[src/uls_pkg.sv]
// package for the uart line and modem status block: register map, fields, types
// Behaviour
// parity flag follows character at fifo top
// overrun flag sets when full fifo meets character
// overrun overwrites shift register, fifo stays intact
// data ready high while any character stored
// modem status read-only, shares feature select address
// writes there go to feature select register
// reading modem status clears change bits 3:0
// bit 7 is carrier detect, loopback user_output_second
// bit 6 is ring indicator, loopback user_output_first
// bit 5 is data set ready, loopback terminal ready
// bit 4 is clear to send, loopback request-to-send
// bits 3,1,0 latch on any input change
// bit 2 latches only on ring trailing edge
// modem interrupt while any change bit set
// synchronise modem inputs before edge detection
package uls_pkg;

  // apb byte addresses, one aligned word each
  localparam logic [7:0] ULS_OFF_RX_DATA = 8'h00; // receive holding / fifo top, pops on read
  localparam logic [7:0] ULS_OFF_LINE_STATUS = 8'h04; // line_status, read-only
  localparam logic [7:0] ULS_OFF_MODEM_STATUS = 8'h08; // modem_status read, feature select write
  localparam logic [7:0] ULS_OFF_MODEM_CONTROL = 8'h0c; // modem_control, read/write
  localparam logic [7:0] ULS_OFF_FIFO_CONTROL = 8'h10; // fifo mode enable
  localparam logic [7:0] ULS_OFF_IRQ_STATUS = 8'h14; // sticky events, write one to clear
  localparam logic [7:0] ULS_OFF_IRQ_MASK = 8'h18; // event mask, same layout

  // line_status bit positions
  localparam int ULS_LS_DATA_READY = 0;
  localparam int ULS_LS_OVERRUN = 1;
  localparam int ULS_LS_PARITY = 2;

  // modem_control bit positions
  localparam int ULS_MC_DTR = 0;
  localparam int ULS_MC_RTS = 1;
  localparam int ULS_MC_OUT1 = 2;
  localparam int ULS_MC_OUT2 = 3;
  localparam int ULS_MC_LOOP = 4;

  // fifo_control bit position
  localparam int ULS_FC_ENABLE = 0;

  // interrupt status / mask bit positions
  localparam int ULS_IRQ_MODEM = 0;
  localparam int ULS_IRQ_OVERRUN = 1;
  localparam int ULS_IRQ_DATA = 2;

  // reset values
  localparam logic [7:0] ULS_RST_MODEM_CONTROL = 8'h00;
  localparam logic [7:0] ULS_RST_FEATURE_SELECT = 8'h00;
  localparam logic ULS_RST_FIFO_ENABLE = 1'b0;
  localparam logic [2:0] ULS_RST_IRQ_MASK = 3'h0;
  localparam logic [3:0] ULS_RST_MODEM_PINS = 4'hf; // idle level of active-low pins

  // timing counts
  localparam int ULS_SYNC_STAGES = 2;

  // modem status as seen by software, complement of the active-low pins, or the modem control bits in loopback
  typedef struct packed {
    logic cd;  // carrier detect, bit 7
    logic ri;  // ring indicator, bit 6
    logic dsr; // data set ready, bit 5
    logic cts; // clear to send, bit 4
  } uls_modem_t;

  // one received character with its parity verdict
  typedef struct packed {
    logic parity_err;
    logic [7:0] data;
  } uls_rx_char_t;

  // apb slave phases
  typedef enum logic [1:0] {
    ULS_APB_IDLE = 2'b00,
    ULS_APB_WAIT = 2'b01,
    ULS_APB_DONE = 2'b10
  } uls_apb_t;

endpackage : uls_pkg

[src/uls_status_top.sv]
// uart line status and modem status block with apb register access
//
// Decided for this implementation: the APB interface to the registers and the placing of the registers.
module uls_status_top import uls_pkg::*; #(
  parameter int FIFO_DEPTH = 16
) (
  input wire logic clk_in,
  input wire logic sys_rst_in,
  // apb slave
  input wire logic psel_in,
  input wire logic penable_in,
  input wire logic pwrite_in,
  input wire logic [7:0] paddr_in,
  input wire logic [31:0] pwdata_in,
  output logic [31:0] prdata_out,
  output logic pready_out,
  output logic pslverr_out,
  // receiver shift register hand-off, same clock
  input wire logic rx_done_in,
  input wire logic [7:0] rx_byte_in,
  input wire logic rx_parity_err_in,
  // modem control pins, active low, asynchronous
  input wire logic cts_n_in,
  input wire logic dsr_n_in,
  input wire logic ri_n_in,
  input wire logic carrier_detect_n_in,
  // modem control outputs, active low
  output logic dtr_n_out,
  output logic rts_n_out,
  output logic user_output_first_n_out,
  output logic user_output_second_n_out,
  // stored feature select value for the register bank mux
  output logic [7:0] extra_feature_select_out,
  // interrupts
  output logic msr_irq_out,
  output logic irq_out
);

  localparam int PW = $clog2(FIFO_DEPTH);
  localparam int CW = PW + 1;

  // apb handshake state
  uls_apb_t apb_q;
  logic rd_done; // read completes this edge
  logic wr_done; // write completes this edge

  // software registers
  logic [7:0] modem_control_q;
  logic fifo_enable_q;
  logic [2:0] irq_status_q;
  logic [2:0] irq_mask_q;

  // receive store
  uls_rx_char_t rx_mem [FIFO_DEPTH];
  logic [PW-1:0] wr_ptr_q;
  logic [PW-1:0] rd_ptr_q;
  logic [CW-1:0] count_q;
  uls_rx_char_t rx_shift_q; // last character off the line
  logic fifo_full;
  logic push;
  logic pop;
  logic flush;
  logic overrun_q;
  logic overrun_ev;
  logic [7:0] line_status;

  // modem status
  logic [3:0] pins_sync; // {cd, ri, dsr, cts} active low
  uls_modem_t modem_now;
  uls_modem_t modem_prev_q;
  logic [3:0] delta_q; // {dcd, teri, ddsr, dcts}
  logic [3:0] delta_set;
  logic [7:0] modem_status;

  // word chosen by the read mux; prdata_out registers it, and the read-clear masks with prdata_out
  logic [31:0] rd_word;

  // decode helper, true when the completing access hits an offset
  function automatic logic hit(input logic [7:0] addr, input logic [7:0] off);
    hit = (addr == off);
  endfunction : hit

  // known offsets for the slave error answer
  function automatic logic mapped(input logic [7:0] addr);
    mapped = hit(addr, ULS_OFF_RX_DATA) || hit(addr, ULS_OFF_LINE_STATUS) ||
             hit(addr, ULS_OFF_MODEM_STATUS) || hit(addr, ULS_OFF_MODEM_CONTROL) ||
             hit(addr, ULS_OFF_FIFO_CONTROL) || hit(addr, ULS_OFF_IRQ_STATUS) ||
             hit(addr, ULS_OFF_IRQ_MASK);
  endfunction : mapped

  // ------------------------------------------------------------------
  // apb slave: one wait state so prdata and pready come from flops
  // ------------------------------------------------------------------

  // phase tracking: first access cycle loads data, wait state completes, done state lets penable drop
  always_ff @(posedge clk_in) begin
    if (sys_rst_in) begin
      apb_q <= ULS_APB_IDLE;
    end else begin
      case (apb_q)
        ULS_APB_IDLE: begin
          if (psel_in && penable_in) begin
            apb_q <= ULS_APB_WAIT;
          end
        end
        ULS_APB_WAIT: begin
          apb_q <= ULS_APB_DONE; // pready is high during this state
        end
        ULS_APB_DONE: begin
          apb_q <= ULS_APB_IDLE; // master drops penable after completion
        end
        default: begin
          apb_q <= ULS_APB_IDLE;
        end
      endcase
    end
  end

  // the transfer is taken at the edge where pready is seen high
  assign rd_done = (apb_q == ULS_APB_WAIT) && psel_in && penable_in && !pwrite_in;
  assign wr_done = (apb_q == ULS_APB_WAIT) && psel_in && penable_in && pwrite_in;

  // read mux, zero for unmapped or write-only addresses
  always_comb begin
    rd_word = 32'h0000_0000;
    if (hit(paddr_in, ULS_OFF_RX_DATA)) begin
      rd_word[7:0] = (count_q != '0) ? rx_mem[rd_ptr_q].data : 8'h00;
    end else if (hit(paddr_in, ULS_OFF_LINE_STATUS)) begin
      rd_word[7:0] = line_status;
    end else if (hit(paddr_in, ULS_OFF_MODEM_STATUS)) begin
      rd_word[7:0] = modem_status;
    end else if (hit(paddr_in, ULS_OFF_MODEM_CONTROL)) begin
      rd_word[7:0] = modem_control_q;
    end else if (hit(paddr_in, ULS_OFF_FIFO_CONTROL)) begin
      rd_word[ULS_FC_ENABLE] = fifo_enable_q;
    end else if (hit(paddr_in, ULS_OFF_IRQ_STATUS)) begin
      rd_word[2:0] = irq_status_q;
    end else if (hit(paddr_in, ULS_OFF_IRQ_MASK)) begin
      rd_word[2:0] = irq_mask_q;
    end
  end

  // response registers, loaded in the first access cycle
  always_ff @(posedge clk_in) begin
    if (sys_rst_in) begin
      prdata_out <= 32'h0000_0000;
      pready_out <= 1'b0;
      pslverr_out <= 1'b0;
    end else begin
      pready_out <= (apb_q == ULS_APB_IDLE) && psel_in && penable_in;
      if ((apb_q == ULS_APB_IDLE) && psel_in && penable_in) begin
        prdata_out <= pwrite_in ? 32'h0000_0000 : rd_word;
        pslverr_out <= !mapped(paddr_in);
      end else begin
        pslverr_out <= 1'b0;
      end
    end
  end

  // ------------------------------------------------------------------
  // writable control registers
  // ------------------------------------------------------------------

  // modem control, loopback lives in bit 4
  always_ff @(posedge clk_in) begin
    if (sys_rst_in) begin
      modem_control_q <= ULS_RST_MODEM_CONTROL;
    end else if (wr_done && hit(paddr_in, ULS_OFF_MODEM_CONTROL)) begin
      modem_control_q <= pwdata_in[7:0];
    end
  end

  // shared address: writes land here, modem status is never written
  always_ff @(posedge clk_in) begin
    if (sys_rst_in) begin
      extra_feature_select_out <= ULS_RST_FEATURE_SELECT;
    end else if (wr_done && hit(paddr_in, ULS_OFF_MODEM_STATUS)) begin
      extra_feature_select_out <= pwdata_in[7:0];
    end
  end

  // fifo mode switch; a mode change empties the store
  always_ff @(posedge clk_in) begin
    if (sys_rst_in) begin
      fifo_enable_q <= ULS_RST_FIFO_ENABLE;
    end else if (wr_done && hit(paddr_in, ULS_OFF_FIFO_CONTROL)) begin
      fifo_enable_q <= pwdata_in[ULS_FC_ENABLE];
    end
  end

  assign flush = wr_done && hit(paddr_in, ULS_OFF_FIFO_CONTROL) &&
                 (pwdata_in[ULS_FC_ENABLE] != fifo_enable_q);

  // interrupt mask
  always_ff @(posedge clk_in) begin
    if (sys_rst_in) begin
      irq_mask_q <= ULS_RST_IRQ_MASK;
    end else if (wr_done && hit(paddr_in, ULS_OFF_IRQ_MASK)) begin
      irq_mask_q <= pwdata_in[2:0];
    end
  end

  // ------------------------------------------------------------------
  // receive store and line status
  // ------------------------------------------------------------------

  // without fifo mode the holding register is a one-deep store
  assign fifo_full = fifo_enable_q ? (count_q == CW'(FIFO_DEPTH)) : (count_q != '0);
  assign push = rx_done_in && !fifo_full && !flush;
  assign overrun_ev = rx_done_in && fifo_full && !flush;
  assign pop = rd_done && hit(paddr_in, ULS_OFF_RX_DATA) && (count_q != '0);

  // shift register copy, overwritten on every arrival even when full
  always_ff @(posedge clk_in) begin
    if (sys_rst_in) begin
      rx_shift_q <= '0;
    end else if (rx_done_in) begin
      rx_shift_q <= '{parity_err: rx_parity_err_in, data: rx_byte_in};
    end
  end

  // storage array, written only when there is room
  always_ff @(posedge clk_in) begin
    if (push) begin
      rx_mem[wr_ptr_q] <= '{parity_err: rx_parity_err_in, data: rx_byte_in};
    end
  end

  // pointers and fill count
  always_ff @(posedge clk_in) begin
    if (sys_rst_in || flush) begin
      wr_ptr_q <= '0;
      rd_ptr_q <= '0;
      count_q <= '0;
    end else begin
      if (push) begin
        wr_ptr_q <= (wr_ptr_q == PW'(FIFO_DEPTH - 1)) ? '0 : wr_ptr_q + 1'b1;
      end
      if (pop) begin
        rd_ptr_q <= (rd_ptr_q == PW'(FIFO_DEPTH - 1)) ? '0 : rd_ptr_q + 1'b1;
      end
      case ({push, pop})
        2'b10: count_q <= count_q + 1'b1;
        2'b01: count_q <= count_q - 1'b1;
        default: count_q <= count_q;
      endcase
    end
  end

  // overrun stays until line status is read; a new overrun beats the clear
  always_ff @(posedge clk_in) begin
    if (sys_rst_in) begin
      overrun_q <= 1'b0;
    end else if (overrun_ev) begin
      overrun_q <= 1'b1;
    end else if (rd_done && hit(paddr_in, ULS_OFF_LINE_STATUS) &&
                 prdata_out[ULS_LS_OVERRUN]) begin
      overrun_q <= 1'b0;
    end
  end

  // line status bits 2:0; upper bits belong elsewhere and read zero
  always_comb begin
    line_status = 8'h00;
    line_status[ULS_LS_DATA_READY] = (count_q != '0);
    line_status[ULS_LS_OVERRUN] = overrun_q;
    // parity verdict of the character at the top of the store
    line_status[ULS_LS_PARITY] = (count_q != '0) && rx_mem[rd_ptr_q].parity_err;
  end

  // ------------------------------------------------------------------
  // modem status
  // ------------------------------------------------------------------

  // pin levels cross into the clock domain before any edge detection
  uls_sync2 #(
    .WIDTH(4),
    .RESET_VAL(ULS_RST_MODEM_PINS)
  ) u_pin_sync (
    .clk_in(clk_in),
    .sys_rst_in(sys_rst_in),
    .async_in({carrier_detect_n_in, ri_n_in, dsr_n_in, cts_n_in}),
    .sync_out(pins_sync)
  );

  // live modem view: pin complements, or modem control bits in loopback
  always_comb begin
    if (modem_control_q[ULS_MC_LOOP]) begin
      modem_now.cd = modem_control_q[ULS_MC_OUT2];
      modem_now.ri = modem_control_q[ULS_MC_OUT1];
      modem_now.dsr = modem_control_q[ULS_MC_DTR];
      modem_now.cts = modem_control_q[ULS_MC_RTS];
    end else begin
      modem_now.cd = !pins_sync[3];
      modem_now.ri = !pins_sync[2];
      modem_now.dsr = !pins_sync[1];
      modem_now.cts = !pins_sync[0];
    end
  end

  // previous view for edge detection
  always_ff @(posedge clk_in) begin
    if (sys_rst_in) begin
      modem_prev_q <= '0;
    end else begin
      modem_prev_q <= modem_now;
    end
  end

  // change events; ring counts only the pin rising back to high
  always_comb begin
    delta_set[3] = modem_now.cd != modem_prev_q.cd;
    delta_set[2] = modem_prev_q.ri && !modem_now.ri;
    delta_set[1] = modem_now.dsr != modem_prev_q.dsr;
    delta_set[0] = modem_now.cts != modem_prev_q.cts;
  end

  // change flags; only bits software actually saw are cleared, new events win
  always_ff @(posedge clk_in) begin
    if (sys_rst_in) begin
      delta_q <= 4'h0;
    end else if (rd_done && hit(paddr_in, ULS_OFF_MODEM_STATUS)) begin
      delta_q <= (delta_q & ~prdata_out[3:0]) | delta_set;
    end else begin
      delta_q <= delta_q | delta_set;
    end
  end

  assign modem_status = {modem_now, delta_q};

  // ------------------------------------------------------------------
  // interrupts and pin outputs
  // ------------------------------------------------------------------

  // modem interrupt request, level, one cycle behind the flags
  always_ff @(posedge clk_in) begin
    if (sys_rst_in) begin
      msr_irq_out <= 1'b0;
    end else begin
      msr_irq_out <= |delta_q;
    end
  end

  // sticky events: modem flag rise, overrun, data arrival; set beats clear
  always_ff @(posedge clk_in) begin
    if (sys_rst_in) begin
      irq_status_q <= 3'h0;
    end else begin
      if (wr_done && hit(paddr_in, ULS_OFF_IRQ_STATUS)) begin
        irq_status_q <= (irq_status_q & ~pwdata_in[2:0]) |
                        {push, overrun_ev, |(delta_set & ~delta_q)};
      end else begin
        irq_status_q <= irq_status_q | {push, overrun_ev, |(delta_set & ~delta_q)};
      end
    end
  end

  // combined interrupt, high while an unmasked status bit is set
  always_ff @(posedge clk_in) begin
    if (sys_rst_in) begin
      irq_out <= 1'b0;
    end else begin
      irq_out <= |(irq_status_q & irq_mask_q);
    end
  end

  // modem outputs follow control bits, held inactive in loopback
  always_ff @(posedge clk_in) begin
    if (sys_rst_in) begin
      dtr_n_out <= 1'b1;
      rts_n_out <= 1'b1;
      user_output_first_n_out <= 1'b1;
      user_output_second_n_out <= 1'b1;
    end else begin
      dtr_n_out <= !modem_control_q[ULS_MC_DTR] || modem_control_q[ULS_MC_LOOP];
      rts_n_out <= !modem_control_q[ULS_MC_RTS] || modem_control_q[ULS_MC_LOOP];
      user_output_first_n_out <= !modem_control_q[ULS_MC_OUT1] || modem_control_q[ULS_MC_LOOP];
      user_output_second_n_out <= !modem_control_q[ULS_MC_OUT2] || modem_control_q[ULS_MC_LOOP];
    end
  end

endmodule : uls_status_top

[src/uls_sync2.sv]
// two flip-flop synchroniser for asynchronous pin levels
module uls_sync2 import uls_pkg::*; #(
  parameter int WIDTH = 4,
  parameter logic [WIDTH-1:0] RESET_VAL = '1
) (
  input wire logic clk_in,
  input wire logic sys_rst_in,
  input wire logic [WIDTH-1:0] async_in,
  output logic [WIDTH-1:0] sync_out
);

  // first stage feeds only the second stage
  logic [WIDTH-1:0] meta_q;

  // reset to the idle pin level so no change is seen on release
  always_ff @(posedge clk_in) begin
    if (sys_rst_in) begin
      meta_q <= RESET_VAL;
      sync_out <= RESET_VAL;
    end else begin
      meta_q <= async_in;
      sync_out <= meta_q;
    end
  end

endmodule : uls_sync2
[config.mk]
export PLATFORM = sky130hd
export DESIGN_NAME = uls_status_top
export DESIGN_NICKNAME = d
export VERILOG_FILES = /design/src/uls_pkg.sv /design/src/uls_status_top.sv /design/src/uls_sync2.sv
export SDC_FILE = /design/constraint.sdc
export NUM_CORES = 1
export LEC_CHECK = 0
export BUFFER_PORTS_ARGS = -buffer_cell sky130_fd_sc_hd__buf_2
export CAP_MARGIN = 15
export CORE_MARGIN = 3
export CORE_UTILIZATION = 25
export DETAILED_ROUTE_END_ITERATION = 10
export PLACE_DENSITY = 0.39
export SLEW_MARGIN = 20
export SYNTH_ARGS = -nofsm -noshare
export SYNTH_HDL_FRONTEND = slang
export SYNTH_SLANG_ARGS = --single-unit
[constraint.sdc]
create_clock -name clk_in -period 7.15 [get_ports clk_in]
set_input_delay 1.43 -clock clk_in [delete_from_list [all_inputs] [get_ports clk_in]]
set_output_delay 1.43 -clock clk_in [all_outputs]
set_load 0.01 [all_outputs]
Yosys cells after proc, flatten, opt, wreduce, memory -nomap -nowiden:

Memory sizes are Yosys's and may differ from the RTL's. A register that Yosys moved wholly into a read port is not among the register bits.
Index checks and enable logic that the tools add are counted.

* word-level logic and storage cells: 143
* input bits: 59
* RAM bits: 144
* register bits: 95
* memories kept: 1
* output and inout bits: 48

* equality and inequality tests: 17
* bitwise logic cells: 12
* mux-type cells: 26
* add/subtract/negate cells: 4
* reduce and logical (&&, ||, !) cells: 57

Memories
* rx_mem: words 16, width 9, read ports 1, clocked after Yosys merged registers in 1, write ports 1, line uls_status_top.sv:54 `uls_rx_char_t rx_mem [FIFO_DEPTH];`

Operator list (number)
* 8-bit two-way mux: 5
* 8-bit by 5-bit == test with 1-bit output (second input constant): 3
* 1-bit logical AND: 24
* 4-bit two-way mux: 6
* 8-bit by 4-bit == test with 1-bit output (second input constant): 2
* 1-bit logical NOT: 13
* 3-bit two-way mux: 4
* 1-bit logical OR: 11
* 5-bit case mux with 2 select lines: 1
* 4-bit by 1-bit adder with 4-bit output (second input constant): 2
* 4-bit bitwise AND: 2
* 4-bit == test (second input constant): 2
* 8-bit by 3-bit == test with 1-bit output (second input constant): 1
* 8-bit logical NOT: 1
* 4-bit NOT: 2
* 4-bit bitwise OR: 2
* 4-bit OR reduction: 2
* 3-bit bitwise AND: 2
* 1-bit two-way mux: 6
* 3-bit bitwise OR: 2
* 5-bit by 1-bit adder with 5-bit output (second input constant): 1
* 5-bit == test (second input constant): 1
* 5-bit two-way mux: 1
* 5-bit nonzero test: 1
* other kinds (13): 19

Depth between registers and ports, before layout:

* word-level depth: 10
* mapped depth: 16
* gate-level depth less buffers: 13

Cells and area by module:

A second synthesis with hierarchy kept.

* cell total of the unflattened synthesis: 640
* area total of the unflattened synthesis: 9133.8 um2

Modules (own cells, without submodules)
* uls_status_top: sequential area each 5665.4 um2, cells an instance 624, instances 1, area an instance 8923.6 um2
* uls_sync2: sequential area each 160.2 um2, cells an instance 16, instances 1, area an instance 210.2 um2

Worst setup path before layout:

OpenSTA, ideal clock, no wires.

* path kind: in2reg
* start point: input paddr_in[1]
* end point: register count_q[4]
* setup slack: 2335 ps
* cell stages on the path: 15
* setup time: 121 ps
* data arrival time: 4694 ps
* buffers on the path: 2
* data required time: 7029 ps
* cells stage by stage: nor3_1 > nand4_1 > nor4_1 > nor2_1 > clkbuf_1 > inv_1 > ha_1 > clkbuf_1 > xor2_1 > ha_1 > o21a_1 > o221a_2 > o21ai_0 > or3b_2 > mux2_2

* word-level cells in the longest chain between the ends: 7
* elaborated cells on any way between the ends: 13
* those cells by class: eq/ne (3); mux (1); reduce/logical (9)

Ends and longest elaborated chain
* from (decl): line uls_status_top.sv:13 `input wire logic [7:0] paddr_in,`
* 8-bit by 5-bit == test with 1-bit output: line uls_status_top.sv:80 `hit = (addr == off);`
* 1-bit logical AND (2 in a row): line uls_status_top.sv:191 `assign flush = wr_done && hit(paddr_in, ULS_OFF_FIFO_CONTROL) &&`
* 1-bit logical NOT: line uls_status_top.sv:209 `assign push = rx_done_in && !fifo_full && !flush;`
* 1-bit logical AND: line uls_status_top.sv:209
* 2-bit by 1-bit == test with 1-bit output / 2-bit == test (equally long branches): line uls_status_top.sv:242 `case ({push, pop})`
* 5-bit case mux with 2 select lines / 2-bit nonzero test (equally long branches)
* to (signal assigned): line uls_status_top.sv:243 `2'b10: count_q <= count_q + 1'b1;`
* to (signal assigned): line uls_status_top.sv:244 `2'b01: count_q <= count_q - 1'b1;`
* to (signal assigned): line uls_status_top.sv:245 `default: count_q <= count_q;`
* to (decl): line uls_status_top.sv:57 `logic [CW-1:0] count_q;`

Parallel ways exist; a longest one is shown, timed or not.
A chain may end at the register's enable or synchronous reset.

Worst setup path in the final report:

Same ends and word-level chain as after synthesis.

==> run summary <==
status - complete, no violations
diode count - 0
Hold Slack - 0.407 ns
DIE WIDTH - 196 µm
slowest CP cell - nor4_1
worst slew pin tran - 0.937 ns
post-DP HPWL - 14.0 mm
worst r2r src - count_q[1]
IO Count - 107
clock sinks - 219
clk_lat worst skew - 0.51 ns
Chip Height - 196 µm
cell family with most CP delay - simple AND/OR/NAND/NOR gates
multi-input logic area - 2930 µm²
pwr dens - 265 nW/µm²
DRT iter0 DRCs - 309
Final Cell Area - 10500 µm²
DRC viols - 0
clock slew at reported path FFs - 0.06 ns
max incr delay on CP - 0.62 ns
CTS tree - built
Crit Path Class - in -> reg
cell accounting for the most synthesized area - edfxtp_1
R2R cell count - 13
ys flop type - edfxtp_1
post-place instance area - 9750 µm²
share of cells above drive strength 1 - 0.239
Period Utilization, post-route - 0.706
WHS Endpoint - u_pin_sync.sync_out[3]
fin cells - 1157
Post-synth ARST share - 0
CP Cell Sequence - buf_2 > nor3_1 > nand4_1 > nor4_1 > nor2_1 > inv_1 > ha_1 > xor2_1 > ha_1 > o21a_1 > o221a_2 > o21ai_0 > or3b_2 > mux2_2
PortBufs - 58
CORE AREA - 35700 µm²
Psw - 618 µW
CTS Hold Bufs - 0
H-tree levels - 1
P&R area growth vs syn - 16.3%
critical path's most frequent cell - ha_1
GPL Wtd Cong - 0.772
Yosys warnings - 0
RSZ-0062 raised after global routing - no
Startpoint Class - input pin
r2r endpoint - count_q[4]
R2R Setup Slk - 2.76 ns
Pre-Repair DR Iteration Count - 5
Initial Util - 0.254
leakage power - 0.00370 µW
WHS Path Cells - 1
register area share after synthesis - 0.643
vias per cell - 4.55
post-layout min period - 5.04 ns
P_int - 2170 µW
Hold Path Class - reg -> reg
Root Buffer - clkbuf_16
syn_area_per_cell - 14.5 µm²
Syn Inst Count - 623
synth top area cells - edfxtp_1 48%, dfxtp_1 17%, mux4_2 10%
final total power - 2790 µW
synthesized area - 9060 µm²
MaxCap Viol Count - 0
Post-synth EDFFs - 144
Via Count - 5261
Reg area - 5830 µm²
hold path start - u_pin_sync.meta_q[3]
Final Hold Fails - 0
number of global-route vias before repair - 5409
Setup Fix Bufs, Post-CTS - 0
antenna-violating nets left - 0
die area - 38600 µm²
Critical Path RT - 7.55 ns
part of the power in registers - 0.503
global-route wire length before repair - 33.5 mm
sw frac - 0.222
Clk pwr share - 0.434
DR WL/cell - 19.1 µm
clock skew - 0.0128 ns
dpl cells - 1116
Worst slew margin - 0.374
largest net degree at the start of global routing - 47
VDD IR max - 0.000144 V
post-synthesis cell type count - 65
sum of negative setup slack - 0 ns
Buf+Inv Stages, Crit Path - 2
global-route usage over all layers - 0.113
endpoints failing setup - 0
share of power burned in combinational logic - 0.064
post_cts resized - 0
critical path endpoint category - flip-flop
CP max FO - 17
total CTS buffers - 24
Worst EP arrival - 5.44 ns
maximum clock frequency - 198 MHz
max-slew violations - 0
post-synth top area share - 0.477
initial antenna violation count - 1
nets - 749
fillers - 3613
Total Wirelength - 22.1 mm
Row Count - 69
FF+latch count, synth - 219
Clock Tree Buf Depth - 3
total global routing overflow - 0
## Yosys cell counts, types with 3 or more instances
library cell,number
a21boi_0,3
a21o_1,3
a21oi_1,15
a22oi_1,7
a31oi_1,6
and3_1,15
and4_1,4
buf_2,4
buf_4,24
clkbuf_1,22
dfxtp_1,75
edfxtp_1,144
ha_1,9
inv_1,29
mux2_2,5
mux2i_1,31
mux4_2,42
nand2_1,23
nand2b_1,3
nand3_1,11
nand4_1,3
nor2_1,44
nor2b_1,3
nor3_1,7
nor4_1,5
o21ai_0,23
or2_2,9
or3b_2,4
xnor2_1,4
xor2_1,4
## state kept, by name, summed over array words and instances, names as in the netlist, 2 cells and up, named ones only
| signal | count |
|---|---|
| modem_prev_q | 4 |
| irq_status_q | 3 |
| wr_ptr_q | 4 |
| extra_feature_select_out | 8 |
| rd_ptr_q | 4 |
| delta_q | 4 |
| u_pin_sync.meta_q | 4 |
| count_q | 5 |
| u_pin_sync.sync_out | 4 |
| prdata_out | 8 |
| apb_q | 2 |
| rx_mem | 144 |
| modem_control_q | 8 |
| irq_mask_q | 3 |
## metrics by stage
stage,setup slack [ns],util
4_1_cts,2.15,0.295
2_1_floorplan,2.34,-
5_1_grt,1.78,0.296
3_5_place_dp,1.60,0.273
6_report,2.11,0.296
3_3_place_gp,1.77,0.273
## placed cells by master (no fill, tap or decap), types with 5 or more instances in the layout
cell type	count
dfxtp_1	74
a21oi_1	15
a31oi_1	6
or2_2	9
nor4_1	5
mux4_2	42
and3_1	15
inv_1	29
nor2_1	44
ha_1	9
clkbuf_1	5
a22oi_1	7
edfxtp_1	144
nand2_1	23
buf_2	58
mux2_2	5
clkbuf_16	24
conb_1	24
mux2i_1	31
nor3_1	7
clkbuf_8	7
nand3_1	11
o21ai_0	23
## cells by family (layout without fill, tap and decap cells)
kind of cell | count (synthesis) | in the layout | synth area share
flip-flops | 219 | 219 | 0.643
AND/OR/NAND/NOR | 148 | 148 | 0.0898
buffers and inverters | 82 | 132 | 0.0453
AO/OA/AOI/OAI | 78 | 78 | 0.0564
multiplexers | 78 | 78 | 0.145
adder cells (fa/ha/maj) | 9 | 9 | 0.0124
XOR/XNOR | 8 | 8 | 0.00773
other | 1 | 24 | 0.000414
## metal layers
metal  vias up  track usage  wire length [µm]  part of all wire
met5         -            0                20           0.00091
met4         2       0.0267               506             0.023
met3        39       0.0197               915             0.041
met2       125        0.192             10500              0.48
met1      2657        0.151             10100              0.46
li1       2438            -                 -                 -
## power by group through the flow
stage               clock network, µW  logic, µW  registers, µW
floorplan                           0        122           1420
global placement                    0        174           1430
detailed placement                  0        177           1430
CTS                              1260        179           1400
global route                     1300        198           1400
finish                           1210        177           1400
## layout make-up
type / count / share of cell area
repair buffers: 62 / 0.0304
flip-flops and latches: 219 / 0.553
well taps: 461 / 0.0547
multi-input cells: 345 / 0.278
inverters: 29 / 0.0103
clock buffers: 36 / 0.0679
clock inverters: 5 / 0.00594
## how the worst max path moves through the flow
stage	startpoint	endpoint	slack [ns]	cells after the start
floorplan	paddr_in[1]	count_q[4]	2.34	15
global placement	paddr_in[1]	count_q[4]	1.77	14
detailed placement	paddr_in[1]	count_q[4]	1.60	14
CTS	paddr_in[1]	count_q[4]	2.15	14
global route	paddr_in[1]	count_q[4]	1.78	14
finish	paddr_in[1]	count_q[4]	2.11	14
Power figures use the tool's default switching activity.
